==> src/verilog/uaf_pkg.sv <==
// Constants and types shared by the FIFO control block.
// Assumes an 8-bit parallel register bus with a 3-bit address.
package uaf_pkg;
    // ========================================
    // Register addresses
    localparam logic [2:0] ADR_DATA = 3'h0;
    localparam logic [2:0] ADR_IEN = 3'h1;
    localparam logic [2:0] ADR_IID = 3'h2;
    localparam logic [2:0] ADR_LCR = 3'h3;
    localparam logic [2:0] ADR_MCR = 3'h4;
    localparam logic [2:0] ADR_LSR = 3'h5;
    localparam logic [2:0] ADR_MSR = 3'h6;
    localparam logic [2:0] ADR_SCR = 3'h7;
    // ========================================
    // Field positions
    localparam int FC_EN = 0;
    localparam int FC_RXCLR = 1;
    localparam int FC_TXCLR = 2;
    localparam int FC_RDYMODE = 3;
    localparam int FC_DEEP = 5;
    localparam int FC_TRIG = 6;
    localparam int LC_WLS = 0;
    localparam int LC_STB = 2;
    localparam int LC_PEN = 3;
    localparam int LC_DIVISOR_ACCESS_BIT = 7;
    localparam int IE_RX = 0;
    localparam int IE_TX = 1;
    localparam int IE_LS = 2;
    localparam int IE_MS = 3;
    // ========================================
    // Reset values and masks
    localparam logic [7:0] IEN_MASK = 8'h3F;
    localparam logic [7:0] REG_RESET = 8'h00;
    // ========================================
    // Identification codes, low nibble
    localparam logic [3:0] IID_NONE = 4'h1;
    localparam logic [3:0] IID_LS = 4'h6;
    localparam logic [3:0] IID_RX = 4'h4;
    localparam logic [3:0] IID_TO = 4'hC;
    localparam logic [3:0] IID_TX = 4'h2;
    localparam logic [3:0] IID_MS = 4'h0;
    // ========================================
    // Timing: receive clock ticks per bit, character times to time-out
    localparam int BIT_TICKS = 16;
    localparam int TO_CHARS = 4;
    localparam int SHALLOW_DEPTH = 16;
    // ========================================
    // Types
    typedef struct packed {
        logic bi;
        logic fe;
        logic pe;
        logic [7:0] data;
    } uaf_rx_ent_t;
    typedef struct packed {
        logic [2:0] adr;
        logic rd;
        logic wr;
        logic [7:0] wd;
    } uaf_bus_t;
endpackage

==> src/verilog/uaf_fifo_ctrl.sv <==
// FIFO control, FIFO interrupts and FIFO status of a serial element.
// Assumes bus strobes and receiver/transmitter events on mclk; rclk is
// a foreign clock sampled as a plain input.
// How it works
// - Address 2 reads identification and writes FIFO control.
// - Control bit 0 enables FIFOs, gates other bits; toggling empties both.
// - Receive clear empties receive FIFO only and self-clears.
// - Transmit clear empties transmit FIFO, count zero, self-clears.
// - Ready-mode bit selects signalling mode 1 when FIFOs enabled.
// - Bit 5 picks 64 or 16 depth, writable only with divisor access set.
// - Bits 7:6 choose trigger 1/4/8/14 or 1/16/32/56.
// - Trigger level raises code 04, withdrawn below level.
// - Line status code 06 outranks received data code 04.
// - Data ready set on receive push, cleared when FIFO empty.
// - Time-out after four idle character times with data held.
// - Character times counted on the receive clock.
// - Reading one character clears time-out and restarts the timer.
// - Transmit FIFO empty gives code 2; write or identification read clears.
// - Empty status delayed a character less stop without two bytes seen.
// - First transmit interrupt after enable change is immediate.
// - Time-out shares receive level; transmit empty shares holding level.
// - Interrupt enable clear gives polled mode; FIFOs keep storing.
// - Status bit 6 means all transmit empty; bit 7 receive FIFO error.
// - Identification bits 7:6 read zero in compatibility mode.
// - Data bit 0 is least significant, first on the line.
// - Identification bit 0 reads zero while an interrupt pends.
// - Identification bit 3 marks time-out, zero in compatibility mode.
module uaf_fifo_ctrl
    import uaf_pkg::*;
#(
    parameter int FIFO_DEPTH = 64
)(
    input wire logic mclk,
    input wire logic rst_n,
    input wire uaf_bus_t hostReq,
    output logic [7:0] rdData_q,
    input wire logic rclk,
    input wire logic rxPush,
    input wire uaf_rx_ent_t rxEntry,
    input wire logic txTake,
    input wire logic txShiftEmpty,
    input wire logic [7:0] msrIn,
    output logic [7:0] txData_q,
    output logic txValid_q,
    output logic intrpt_q,
    output logic rxReadyOut_n_q,
    output logic txReadyOut_n_q,
    output logic [7:0] lineFormat_q,
    output logic [7:0] handshakeOut_q,
    output logic [15:0] baudDivisor_q
);
    localparam int PW = $clog2(FIFO_DEPTH);
    typedef logic [PW:0] cnt_t;

    generate
        if (FIFO_DEPTH != 64)
        begin : g_chk
            $error("FIFO_DEPTH must be 64");
        end
    endgenerate

    // ========================================
    // Control registers
    logic [7:0] ien_q;
    logic [7:0] scr_q;
    logic fifoEn_q;
    logic rdyMode_q;
    logic deep_q;
    logic [1:0] trig_q;
    logic overrun_q;

    // Bus decode
    logic divisor_access_bit;
    logic rdAcc;
    logic wrAcc;
    logic rbrRd;
    logic thrWr;
    logic iidRd;
    logic lsrRd;
    logic fcrWr;
    logic fifoChg;
    logic rxClr;
    logic txClr;
    assign divisor_access_bit = lineFormat_q[LC_DIVISOR_ACCESS_BIT];
    assign rdAcc = hostReq.rd;
    assign wrAcc = hostReq.wr;
    assign rbrRd = rdAcc && hostReq.adr == ADR_DATA && !divisor_access_bit;
    assign thrWr = wrAcc && hostReq.adr == ADR_DATA && !divisor_access_bit;
    assign iidRd = rdAcc && hostReq.adr == ADR_IID;
    assign lsrRd = rdAcc && hostReq.adr == ADR_LSR;
    assign fcrWr = wrAcc && hostReq.adr == ADR_IID;
    assign fifoChg = fcrWr && hostReq.wd[FC_EN] != fifoEn_q;
    assign rxClr = fifoChg || (fcrWr && hostReq.wd[FC_EN] && hostReq.wd[FC_RXCLR]);
    assign txClr = fifoChg || (fcrWr && hostReq.wd[FC_EN] && hostReq.wd[FC_TXCLR]);

    // FIFO control register; bit 4 is not stored
    always_ff @(posedge mclk)
    begin
        if (!rst_n)
        begin
            fifoEn_q <= 1'b0;
            rdyMode_q <= 1'b0;
            deep_q <= 1'b0;
            trig_q <= 2'h0;
        end
        else if (fcrWr)
        begin
            fifoEn_q <= hostReq.wd[FC_EN];
            if (hostReq.wd[FC_EN])
            begin
                rdyMode_q <= hostReq.wd[FC_RDYMODE];
                trig_q <= hostReq.wd[FC_TRIG +: 2];
                if (divisor_access_bit)
                    deep_q <= hostReq.wd[FC_DEEP];
            end
        end
    end

    // Plain read/write registers
    always_ff @(posedge mclk)
    begin
        if (!rst_n)
        begin
            ien_q <= REG_RESET;
            lineFormat_q <= REG_RESET;
            handshakeOut_q <= REG_RESET;
            scr_q <= REG_RESET;
            baudDivisor_q <= 16'h0000;
        end
        else if (wrAcc)
        begin
            unique case (hostReq.adr)
                ADR_DATA: if (divisor_access_bit) baudDivisor_q[7:0] <= hostReq.wd;
                ADR_IEN:
                    if (divisor_access_bit) baudDivisor_q[15:8] <= hostReq.wd;
                    else ien_q <= hostReq.wd & IEN_MASK;
                ADR_LCR: lineFormat_q <= hostReq.wd;
                ADR_MCR: handshakeOut_q <= hostReq.wd;
                ADR_SCR: scr_q <= hostReq.wd;
                default: ;
            endcase
        end
    end

    // ========================================
    // Receive clock sampling and character timing
    logic rclkS1_q;
    logic rclkS2_q;
    logic rclkS3_q;
    logic tick;
    always_ff @(posedge mclk)
    begin
        if (!rst_n)
        begin
            rclkS1_q <= 1'b0;
            rclkS2_q <= 1'b0;
            rclkS3_q <= 1'b0;
        end
        else
        begin
            rclkS1_q <= rclk;
            rclkS2_q <= rclkS1_q;
            rclkS3_q <= rclkS2_q;
        end
    end
    assign tick = rclkS2_q && !rclkS3_q;

    // Bits per character: start, data, parity, stops
    logic [3:0] charBits;
    logic [10:0] toLimit;
    logic [9:0] threLimit;
    assign charBits = 4'd7 + {2'b00, lineFormat_q[LC_WLS +: 2]} + {3'b000, lineFormat_q[LC_PEN]}
                      + {3'b000, lineFormat_q[LC_STB]};
    assign toLimit = 11'(int'(charBits) * BIT_TICKS * TO_CHARS);
    assign threLimit = 10'((int'(charBits) - 1) * BIT_TICKS);

    // ========================================
    // Receive FIFO storage
    uaf_rx_ent_t rxMem_q [FIFO_DEPTH];
    logic [PW-1:0] rxWp_q;
    logic [PW-1:0] rxRp_q;
    cnt_t rxCnt_q;
    cnt_t limit;
    cnt_t trigLvl;
    logic rxDoPush;
    logic rxDoPop;
    uaf_rx_ent_t rxHead;
    assign limit = !fifoEn_q ? cnt_t'(1) : deep_q ? cnt_t'(FIFO_DEPTH) : cnt_t'(SHALLOW_DEPTH);
    assign rxDoPush = rxPush && rxCnt_q < limit && !rxClr;
    assign rxDoPop = rbrRd && rxCnt_q != '0 && !rxClr;
    assign rxHead = rxMem_q[rxRp_q];

    // Trigger level table
    always_comb
    begin
        unique case (trig_q)
            2'h0: trigLvl = cnt_t'(1);
            2'h1: trigLvl = deep_q ? cnt_t'(16) : cnt_t'(4);
            2'h2: trigLvl = deep_q ? cnt_t'(32) : cnt_t'(8);
            2'h3: trigLvl = deep_q ? cnt_t'(56) : cnt_t'(14);
        endcase
    end

    // Receive entries; shift register content is never touched here
    generate
        for (genvar i = 0; i < FIFO_DEPTH; i++)
        begin : g_rx
            always_ff @(posedge mclk)
            begin
                if (rxDoPush && rxWp_q == PW'(i))
                    rxMem_q[i] <= rxEntry;
            end
        end
    endgenerate

    // Receive pointers and count
    logic [PW:0] rxErrCnt_q;
    always_ff @(posedge mclk)
    begin
        if (!rst_n || rxClr)
        begin
            rxWp_q <= '0;
            rxRp_q <= '0;
            rxCnt_q <= '0;
            rxErrCnt_q <= '0;
        end
        else
        begin
            if (rxDoPush)
                rxWp_q <= rxWp_q + 1'b1;
            if (rxDoPop)
                rxRp_q <= rxRp_q + 1'b1;
            rxCnt_q <= rxCnt_q + cnt_t'(rxDoPush) - cnt_t'(rxDoPop);
            rxErrCnt_q <= rxErrCnt_q + (PW+1)'(rxDoPush && |rxEntry[10:8])
                          - (PW+1)'(rxDoPop && |rxHead[10:8]);
        end
    end

    // Overrun flag; a new overrun wins over the status read
    always_ff @(posedge mclk)
    begin
        if (!rst_n)
            overrun_q <= 1'b0;
        else if (rxPush && rxCnt_q >= limit)
            overrun_q <= 1'b1;
        else if (lsrRd)
            overrun_q <= 1'b0;
    end

    // ========================================
    // Character time-out
    logic [10:0] toCnt_q;
    logic toFlag_q;
    always_ff @(posedge mclk)
    begin
        if (!rst_n || rxDoPush || rxDoPop || rxCnt_q == '0 || !fifoEn_q)
        begin
            toCnt_q <= '0;
            toFlag_q <= 1'b0;
        end
        else if (tick && !toFlag_q)
        begin
            if (toCnt_q >= toLimit)
                toFlag_q <= 1'b1;
            else
                toCnt_q <= toCnt_q + 1'b1;
        end
    end

    // ========================================
    // Transmit FIFO storage
    logic [7:0] txMem_q [FIFO_DEPTH];
    logic [PW-1:0] txWp_q;
    logic [PW-1:0] txRp_q;
    cnt_t txCnt_q;
    logic txDoPush;
    logic txDoPop;
    assign txDoPush = thrWr && txCnt_q < limit && !txClr;
    assign txDoPop = txTake && txCnt_q != '0 && !txClr;

    generate
        for (genvar j = 0; j < FIFO_DEPTH; j++)
        begin : g_tx
            always_ff @(posedge mclk)
            begin
                if (txDoPush && txWp_q == PW'(j))
                    txMem_q[j] <= hostReq.wd;
            end
        end
    endgenerate

    // Transmit pointers and count
    always_ff @(posedge mclk)
    begin
        if (!rst_n || txClr)
        begin
            txWp_q <= '0;
            txRp_q <= '0;
            txCnt_q <= '0;
        end
        else
        begin
            if (txDoPush)
                txWp_q <= txWp_q + 1'b1;
            if (txDoPop)
                txRp_q <= txRp_q + 1'b1;
            txCnt_q <= txCnt_q + cnt_t'(txDoPush) - cnt_t'(txDoPop);
        end
    end

    // Head of transmit FIFO toward the shifter
    always_ff @(posedge mclk)
    begin
        if (!rst_n)
        begin
            txData_q <= 8'h00;
            txValid_q <= 1'b0;
        end
        else
        begin
            txData_q <= txMem_q[txRp_q];
            txValid_q <= txCnt_q != '0 && !txDoPop;
        end
    end

    // ========================================
    // Holding-empty status with delay
    logic tx_holding_empty_flag_q;
    logic twoSeen_q;
    logic [9:0] dlyCnt_q;
    logic threSet;
    assign threSet = !tx_holding_empty_flag_q && txCnt_q == '0 && !thrWr
                     && (twoSeen_q || dlyCnt_q >= threLimit);
    always_ff @(posedge mclk)
    begin
        if (!rst_n || txClr)
            tx_holding_empty_flag_q <= 1'b1;
        else if (txDoPush)
            tx_holding_empty_flag_q <= 1'b0;
        else if (threSet)
            tx_holding_empty_flag_q <= 1'b1;
    end
    always_ff @(posedge mclk)
    begin
        if (!rst_n || tx_holding_empty_flag_q || txCnt_q != '0)
            dlyCnt_q <= '0;
        else if (tick)
            dlyCnt_q <= dlyCnt_q + 1'b1;
    end
    always_ff @(posedge mclk)
    begin
        if (!rst_n || threSet || txClr)
            twoSeen_q <= 1'b0;
        else if (txCnt_q >= cnt_t'(2))
            twoSeen_q <= 1'b1;
    end

    // ========================================
    // Interrupt sources and identification
    logic lsIrq;
    logic rxIrq;
    logic txIrq_q;
    logic msIrq;
    logic [3:0] iidCode;
    logic [3:0] lsrErr;
    logic hdRead_q;
    logic headNew;
    assign headNew = rxClr || rxDoPop || (rxDoPush && rxCnt_q == '0);
    assign lsrErr = {rxCnt_q != '0 && !hdRead_q ? rxHead[10:8] : 3'b000, overrun_q};

    // Head error bits hidden once status is read; a new head shows them again
    always_ff @(posedge mclk)
    begin
        if (!rst_n || headNew)
            hdRead_q <= 1'b0;
        else if (lsrRd)
            hdRead_q <= 1'b1;
    end
    assign lsIrq = ien_q[IE_LS] && |lsrErr;
    assign rxIrq = ien_q[IE_RX] && (fifoEn_q ? rxCnt_q >= trigLvl : rxCnt_q != '0);
    assign msIrq = ien_q[IE_MS] && |msrIn[3:0];

    // Priority encoder
    always_comb
    begin
        if (lsIrq)
            iidCode = IID_LS;
        else if (rxIrq)
            iidCode = IID_RX;
        else if (ien_q[IE_RX] && toFlag_q)
            iidCode = IID_TO;
        else if (txIrq_q && ien_q[IE_TX])
            iidCode = IID_TX;
        else if (msIrq)
            iidCode = IID_MS;
        else
            iidCode = IID_NONE;
    end

    // Transmit interrupt flag; setting wins over clearing
    always_ff @(posedge mclk)
    begin
        if (!rst_n)
            txIrq_q <= 1'b0;
        else if (ien_q[IE_TX] && (threSet || fifoChg))
            txIrq_q <= 1'b1;
        else if (thrWr || (iidRd && iidCode == IID_TX) || !ien_q[IE_TX])
            txIrq_q <= 1'b0;
    end

    // ========================================
    // Read data and outputs
    logic [7:0] lsrVal;
    assign lsrVal = {rxErrCnt_q != '0, tx_holding_empty_flag_q && txShiftEmpty, tx_holding_empty_flag_q, lsrErr, rxCnt_q != '0};
    always_ff @(posedge mclk)
    begin
        if (!rst_n)
            rdData_q <= 8'h00;
        else if (rdAcc)
        begin
            unique case (hostReq.adr)
                ADR_DATA: rdData_q <= divisor_access_bit ? baudDivisor_q[7:0] : rxHead.data;
                ADR_IEN: rdData_q <= divisor_access_bit ? baudDivisor_q[15:8] : ien_q;
                ADR_IID: rdData_q <= {fifoEn_q, fifoEn_q, fifoEn_q && deep_q, 1'b0,
                                      fifoEn_q ? iidCode : iidCode & 4'h7};
                ADR_LCR: rdData_q <= lineFormat_q;
                ADR_MCR: rdData_q <= handshakeOut_q;
                ADR_LSR: rdData_q <= lsrVal;
                ADR_MSR: rdData_q <= msrIn;
                ADR_SCR: rdData_q <= scr_q;
            endcase
        end
    end

    // Interrupt line active high, ready signals active low
    always_ff @(posedge mclk)
    begin
        if (!rst_n)
        begin
            intrpt_q <= 1'b0;
            rxReadyOut_n_q <= 1'b1;
            txReadyOut_n_q <= 1'b0;
        end
        else
        begin
            intrpt_q <= iidCode != IID_NONE;
            if (fifoEn_q && rdyMode_q)
            begin
                rxReadyOut_n_q <= !(rxCnt_q >= trigLvl || toFlag_q);
                txReadyOut_n_q <= txCnt_q >= limit;
            end
            else
            begin
                rxReadyOut_n_q <= rxCnt_q == '0;
                txReadyOut_n_q <= txCnt_q != '0;
            end
        end
    end
endmodule // uaf_fifo_ctrl

==> config.mk <==
export PLATFORM = sky130hd
export DESIGN_NAME = uaf_fifo_ctrl
export DESIGN_NICKNAME = d
export VERILOG_FILES = /design/src/verilog/uaf_pkg.sv /design/src/verilog/uaf_fifo_ctrl.sv
export SDC_FILE = /design/constraint.sdc
export NUM_CORES = 2
export LEC_CHECK = 0
export ABC_AREA = 1
export BUFFER_PORTS_ARGS = -buffer_cell sky130_fd_sc_hd__buf_2
export CAP_MARGIN = 20
export CELL_PAD_IN_SITES_DETAIL_PLACEMENT = 0
export CELL_PAD_IN_SITES_GLOBAL_PLACEMENT = 1
export CORE_MARGIN = 4
export CORE_UTILIZATION = 45
export DETAILED_ROUTE_END_ITERATION = 8
export PLACE_DENSITY = 0.77
export SETUP_SLACK_MARGIN = 0.4
export SYNTH_ARGS = -nofsm -noshare
export SYNTH_HDL_FRONTEND = slang
export SYNTH_SLANG_ARGS = --single-unit
==> constraint.sdc <==
create_clock -name mclk -period 4.85 [get_ports mclk]
set_input_delay 0.2425 -clock mclk [delete_from_list [all_inputs] [get_ports mclk]]
set_output_delay 0.2425 -clock mclk [all_outputs]
set_load 0.01 [all_outputs]
==> reports/metrics.yaml <==
rsz0062_at_grt: "false"
leakage_uw: 0.02154
insertion_delay_ps: 760
tns_ps: 0
slew_headroom_pct: 24.97
nFillCells: 10850
routed-wl-met3_um: 10110
gp_congestion: 0.8824
grt_max_degree: 176
crit_type: "flop to flop"
dieArea_mm2: 0.1302
via_count: 37630
drv_cap: 0
die_h_um: 360.9
p_per_area_mw_per_mm2: 429.3
final-setup-viol-count: 0
cts_buffers: 137
grt_usage_pct: 22.22
dr.max_layer_used: "met4"
antenna_found_initial: 2
cts_sinks: 1368
setup_ws_ps: 784.4
drc_errors: 0
critical_path.max_fanout: 13
hp-start: "msrIn[1]"
vias_per_cell: 5.648
syn_area_per_cell_um2: 11.68
final_area_mm2: 0.06321
worst_pin_slew_ps: 1097
seqCellArea_mm2: 0.03958
synth.largest_area_cell: "edfxtp_1"
firstDrtPassIters: 5
status: "finished, final reports clean"
crit_start: "fifoEn_q"
final_max_slew_viol_count: 0
wl_met2_um: 70550
syn_nets: 4912
clock.fmax_mhz: 246.0
overflow: 0
drive_gt1_share_pct: 9.219
yosysWarnings: 0
yosysSeqAreaShare_pct: 70.59
post-route-period-util_pct: 83.83
ir_worst_vdd_uv: 608.3
clock_skew_ps: 24.12
hold_viol: 0
cts_tree: "done"
critPathRequiredTime_ps: 5530
grt_pass1_wl_um: 223000
end_kind: "flop"
synth_cells: 4799
clkTransAtPathRegs_ps: 60
yosysTopAreaCellShare_pct: 65.16
finalNetCount: 5022
period_needed_ps: 4066
multi_input_area_mm2: 0.01453
ant_nets: 0
dpl_cell_area_mm2: 0.05860
fp.dieW_um: 360.9
synth-seq-cells: 1368
grt_pass1_vias: 35750
cp.arrival_ps: 4740
synthDistinctLibCells: 52
core_mm2: 0.1236
ioPinCount: 90
startpoint_type: "flop"
clockBufferDepth: 3
htree_levels: 4
holdCritPathClass: "input pin to flop"
wl_met1_um: 62650
start_util_pct: 45.32
netlist_area_mm2: 0.05604
drt_iter0_markers: 4108
pre_cts_ws_ps: 815.2
area_delta_synth_final_pct: 12.81
port_buffers: 89
synth_area_leaders: "edfxtp_1 65%, dfxtp_1 5.4%, nor2_1 5.4%"
hpwl_um: 88520
r2r_start: "fifoEn_q"
routed_wl_um: 146900
cts_root_buf: "clkbuf_16"
wire_per_inst_um: 22.05
row_count: 129
flip-flops by register name (all words and copies together), names as in the netlist, 7 cells and up, named ones only:
register        flops
rdData_q            8
dlyCnt_q           10
rxErrCnt_q          7
handshakeOut_q      8
rxMem_q           704
lineFormat_q        8
txMem_q           512
scr_q               8
baudDivisor_q      16
txCnt_q             7
toCnt_q            11
txData_q            8
rxCnt_q             7
per-stage QoR:
step | instances | power, uW | util (%) | hold slack, ps
2_1_floorplan | 4799 | 15690 | - | 340.1
6_report | 6662 | 27140 | 51.13 | 70.55
3_5_place_dp | 6386 | 17000 | 47.40 | 396.0
5_1_grt | 6659 | 28270 | 51.12 | 37.75
4_1_cts | 6658 | 27300 | 51.12 | 10.98
3_3_place_gp | 6386 | 16950 | 47.40 | 394.7
metal layers:
metal	vias to the layer above	global-route usage, %
li1	17600	-
met1	18480	30.68
met2	1343	36.56
met3	210	3.445
met4	0	6.700
met5	-	0
cell families (layout without fill, tap and decap cells):
kind of cell | count (synthesis) | count (layout) | synth area share [%]
xor+xnor | 13 | 13 | 0.2032
compound gates | 1096 | 1096 | 11.02
buf+inv | 473 | 696 | 3.490
other cells | 0 | 3 | 0
fa+ha+maj | 75 | 75 | 1.728
simple gates | 1774 | 1774 | 12.97
flops | 1368 | 1368 | 70.59
where the power goes:
part / internal (uW) / leakage, uW / switching (uW)
sequential: 13000 / 0.0122 / 169
clock: 5980 / 0.00214 / 4390
combinational: 1140 / 0.00724 / 2450
total: 20100 / 0.0215 / 7010
worst paths after layout:
kind	to	slack, ps	cells after the start
worst min-delay path	rdData_q[1]	70	7
worst max-delay path	rxCnt_q[6]	780	21
worst max register to register	rxCnt_q[6]	780	21
worst min register to register	rclkS2_q	410	2
critical path, cell delays in order (launching register included):
cell      delay (ps)
dfxtp_1          460
nand2_1          240
ha_1             350
nand2_1           70
nand2_1           50
a221oi_1         300
nand2_1           90
nor2_1           110
buf_4            240
inv_2            130
ha_1             310
inv_1             50
ha_1             150
inv_1             60
fa_1             430
o31ai_1          310
inv_1             80
nor2_1           130
nor2_1            60
o21bai_1         160
o21ai_0          110
a21oi_1          130
synth_stat cells (all sizes together):
| library cell | instances |
|---|---|
| a21oi | 138 |
| nor4 | 8 |
| or3 | 1 |
| dfxtp | 152 |
| a221o | 1 |
| nand3 | 319 |
| a41oi | 1 |
| nor2 | 804 |
| nor3b | 3 |
| a2111oi | 4 |
| inv | 178 |
| o21bai | 9 |
| or2 | 10 |
| fa | 4 |
| o31ai | 5 |
| edfxtp | 1216 |
| clkinv | 7 |
| nor3 | 27 |
| ha | 71 |
| o211ai | 27 |
| a211oi | 5 |
| o21ai | 613 |
| clkbuf | 197 |
| nand4 | 33 |
| a221oi | 5 |
| xnor2 | 5 |
| a31oi | 6 |
| nand3b | 1 |
| nand2 | 568 |
| o221ai | 55 |
| a32oi | 1 |
| a211o | 2 |
| o2111ai | 3 |
| o22ai | 218 |
| buf | 91 |
| xor2 | 8 |
| a21boi | 1 |
| o21a | 2 |
timing repair:
item / in CTS / in global routing
buffers inserted: 0 / 0
endpoints found under the hold margin: 67 / 0
gates resized for setup: 0 / 0
hold buffers: 20 / 0
cell usage in the layout (no fill, tap or decap), types with 4 or more instances in the layout:
master            n
edfxtp_1       1216
nor2_1          802
o21ai_0         592
nand2_1         568
nand3_1         319
o22ai_1         218
inv_1           168
dfxtp_1         145
clkbuf_16       143
a21oi_1         138
buf_4           136
buf_2            89
ha_1             71
o221ai_1         55
clkbuf_1         41
nand4_1          33
clkinv_1         30
nor3_1           26
o211ai_1         26
o21ai_1          20
dlygate4sd3_1    20
clkbuf_8         16
buf_12           14
clkinv_2         11
or2_2             9
o21bai_1          9
xor2_1            8
inv_6             7
inv_2             6
nor4_1            6
a31oi_1           6
bufinv_16         6
o31ai_1           5
xnor2_1           5
a211oi_1          5
dfxtp_4           5
a221oi_1          4
a2111oi_0         4
fa_1              4
layout make-up:
cell class                      instances  area share [%]
Clock buffer                          200           6.253
Antenna cell                            3         0.01188
Sequential cell                      1368           62.61
Multi-Input combinational cell       2958           22.98
Timing Repair Buffer                  259           3.080
Inverter                              185           1.124
Clock inverter                         52          0.6987
Tap cell                             1637           3.240
Note: power is estimated with default switching activity, not from simulation.
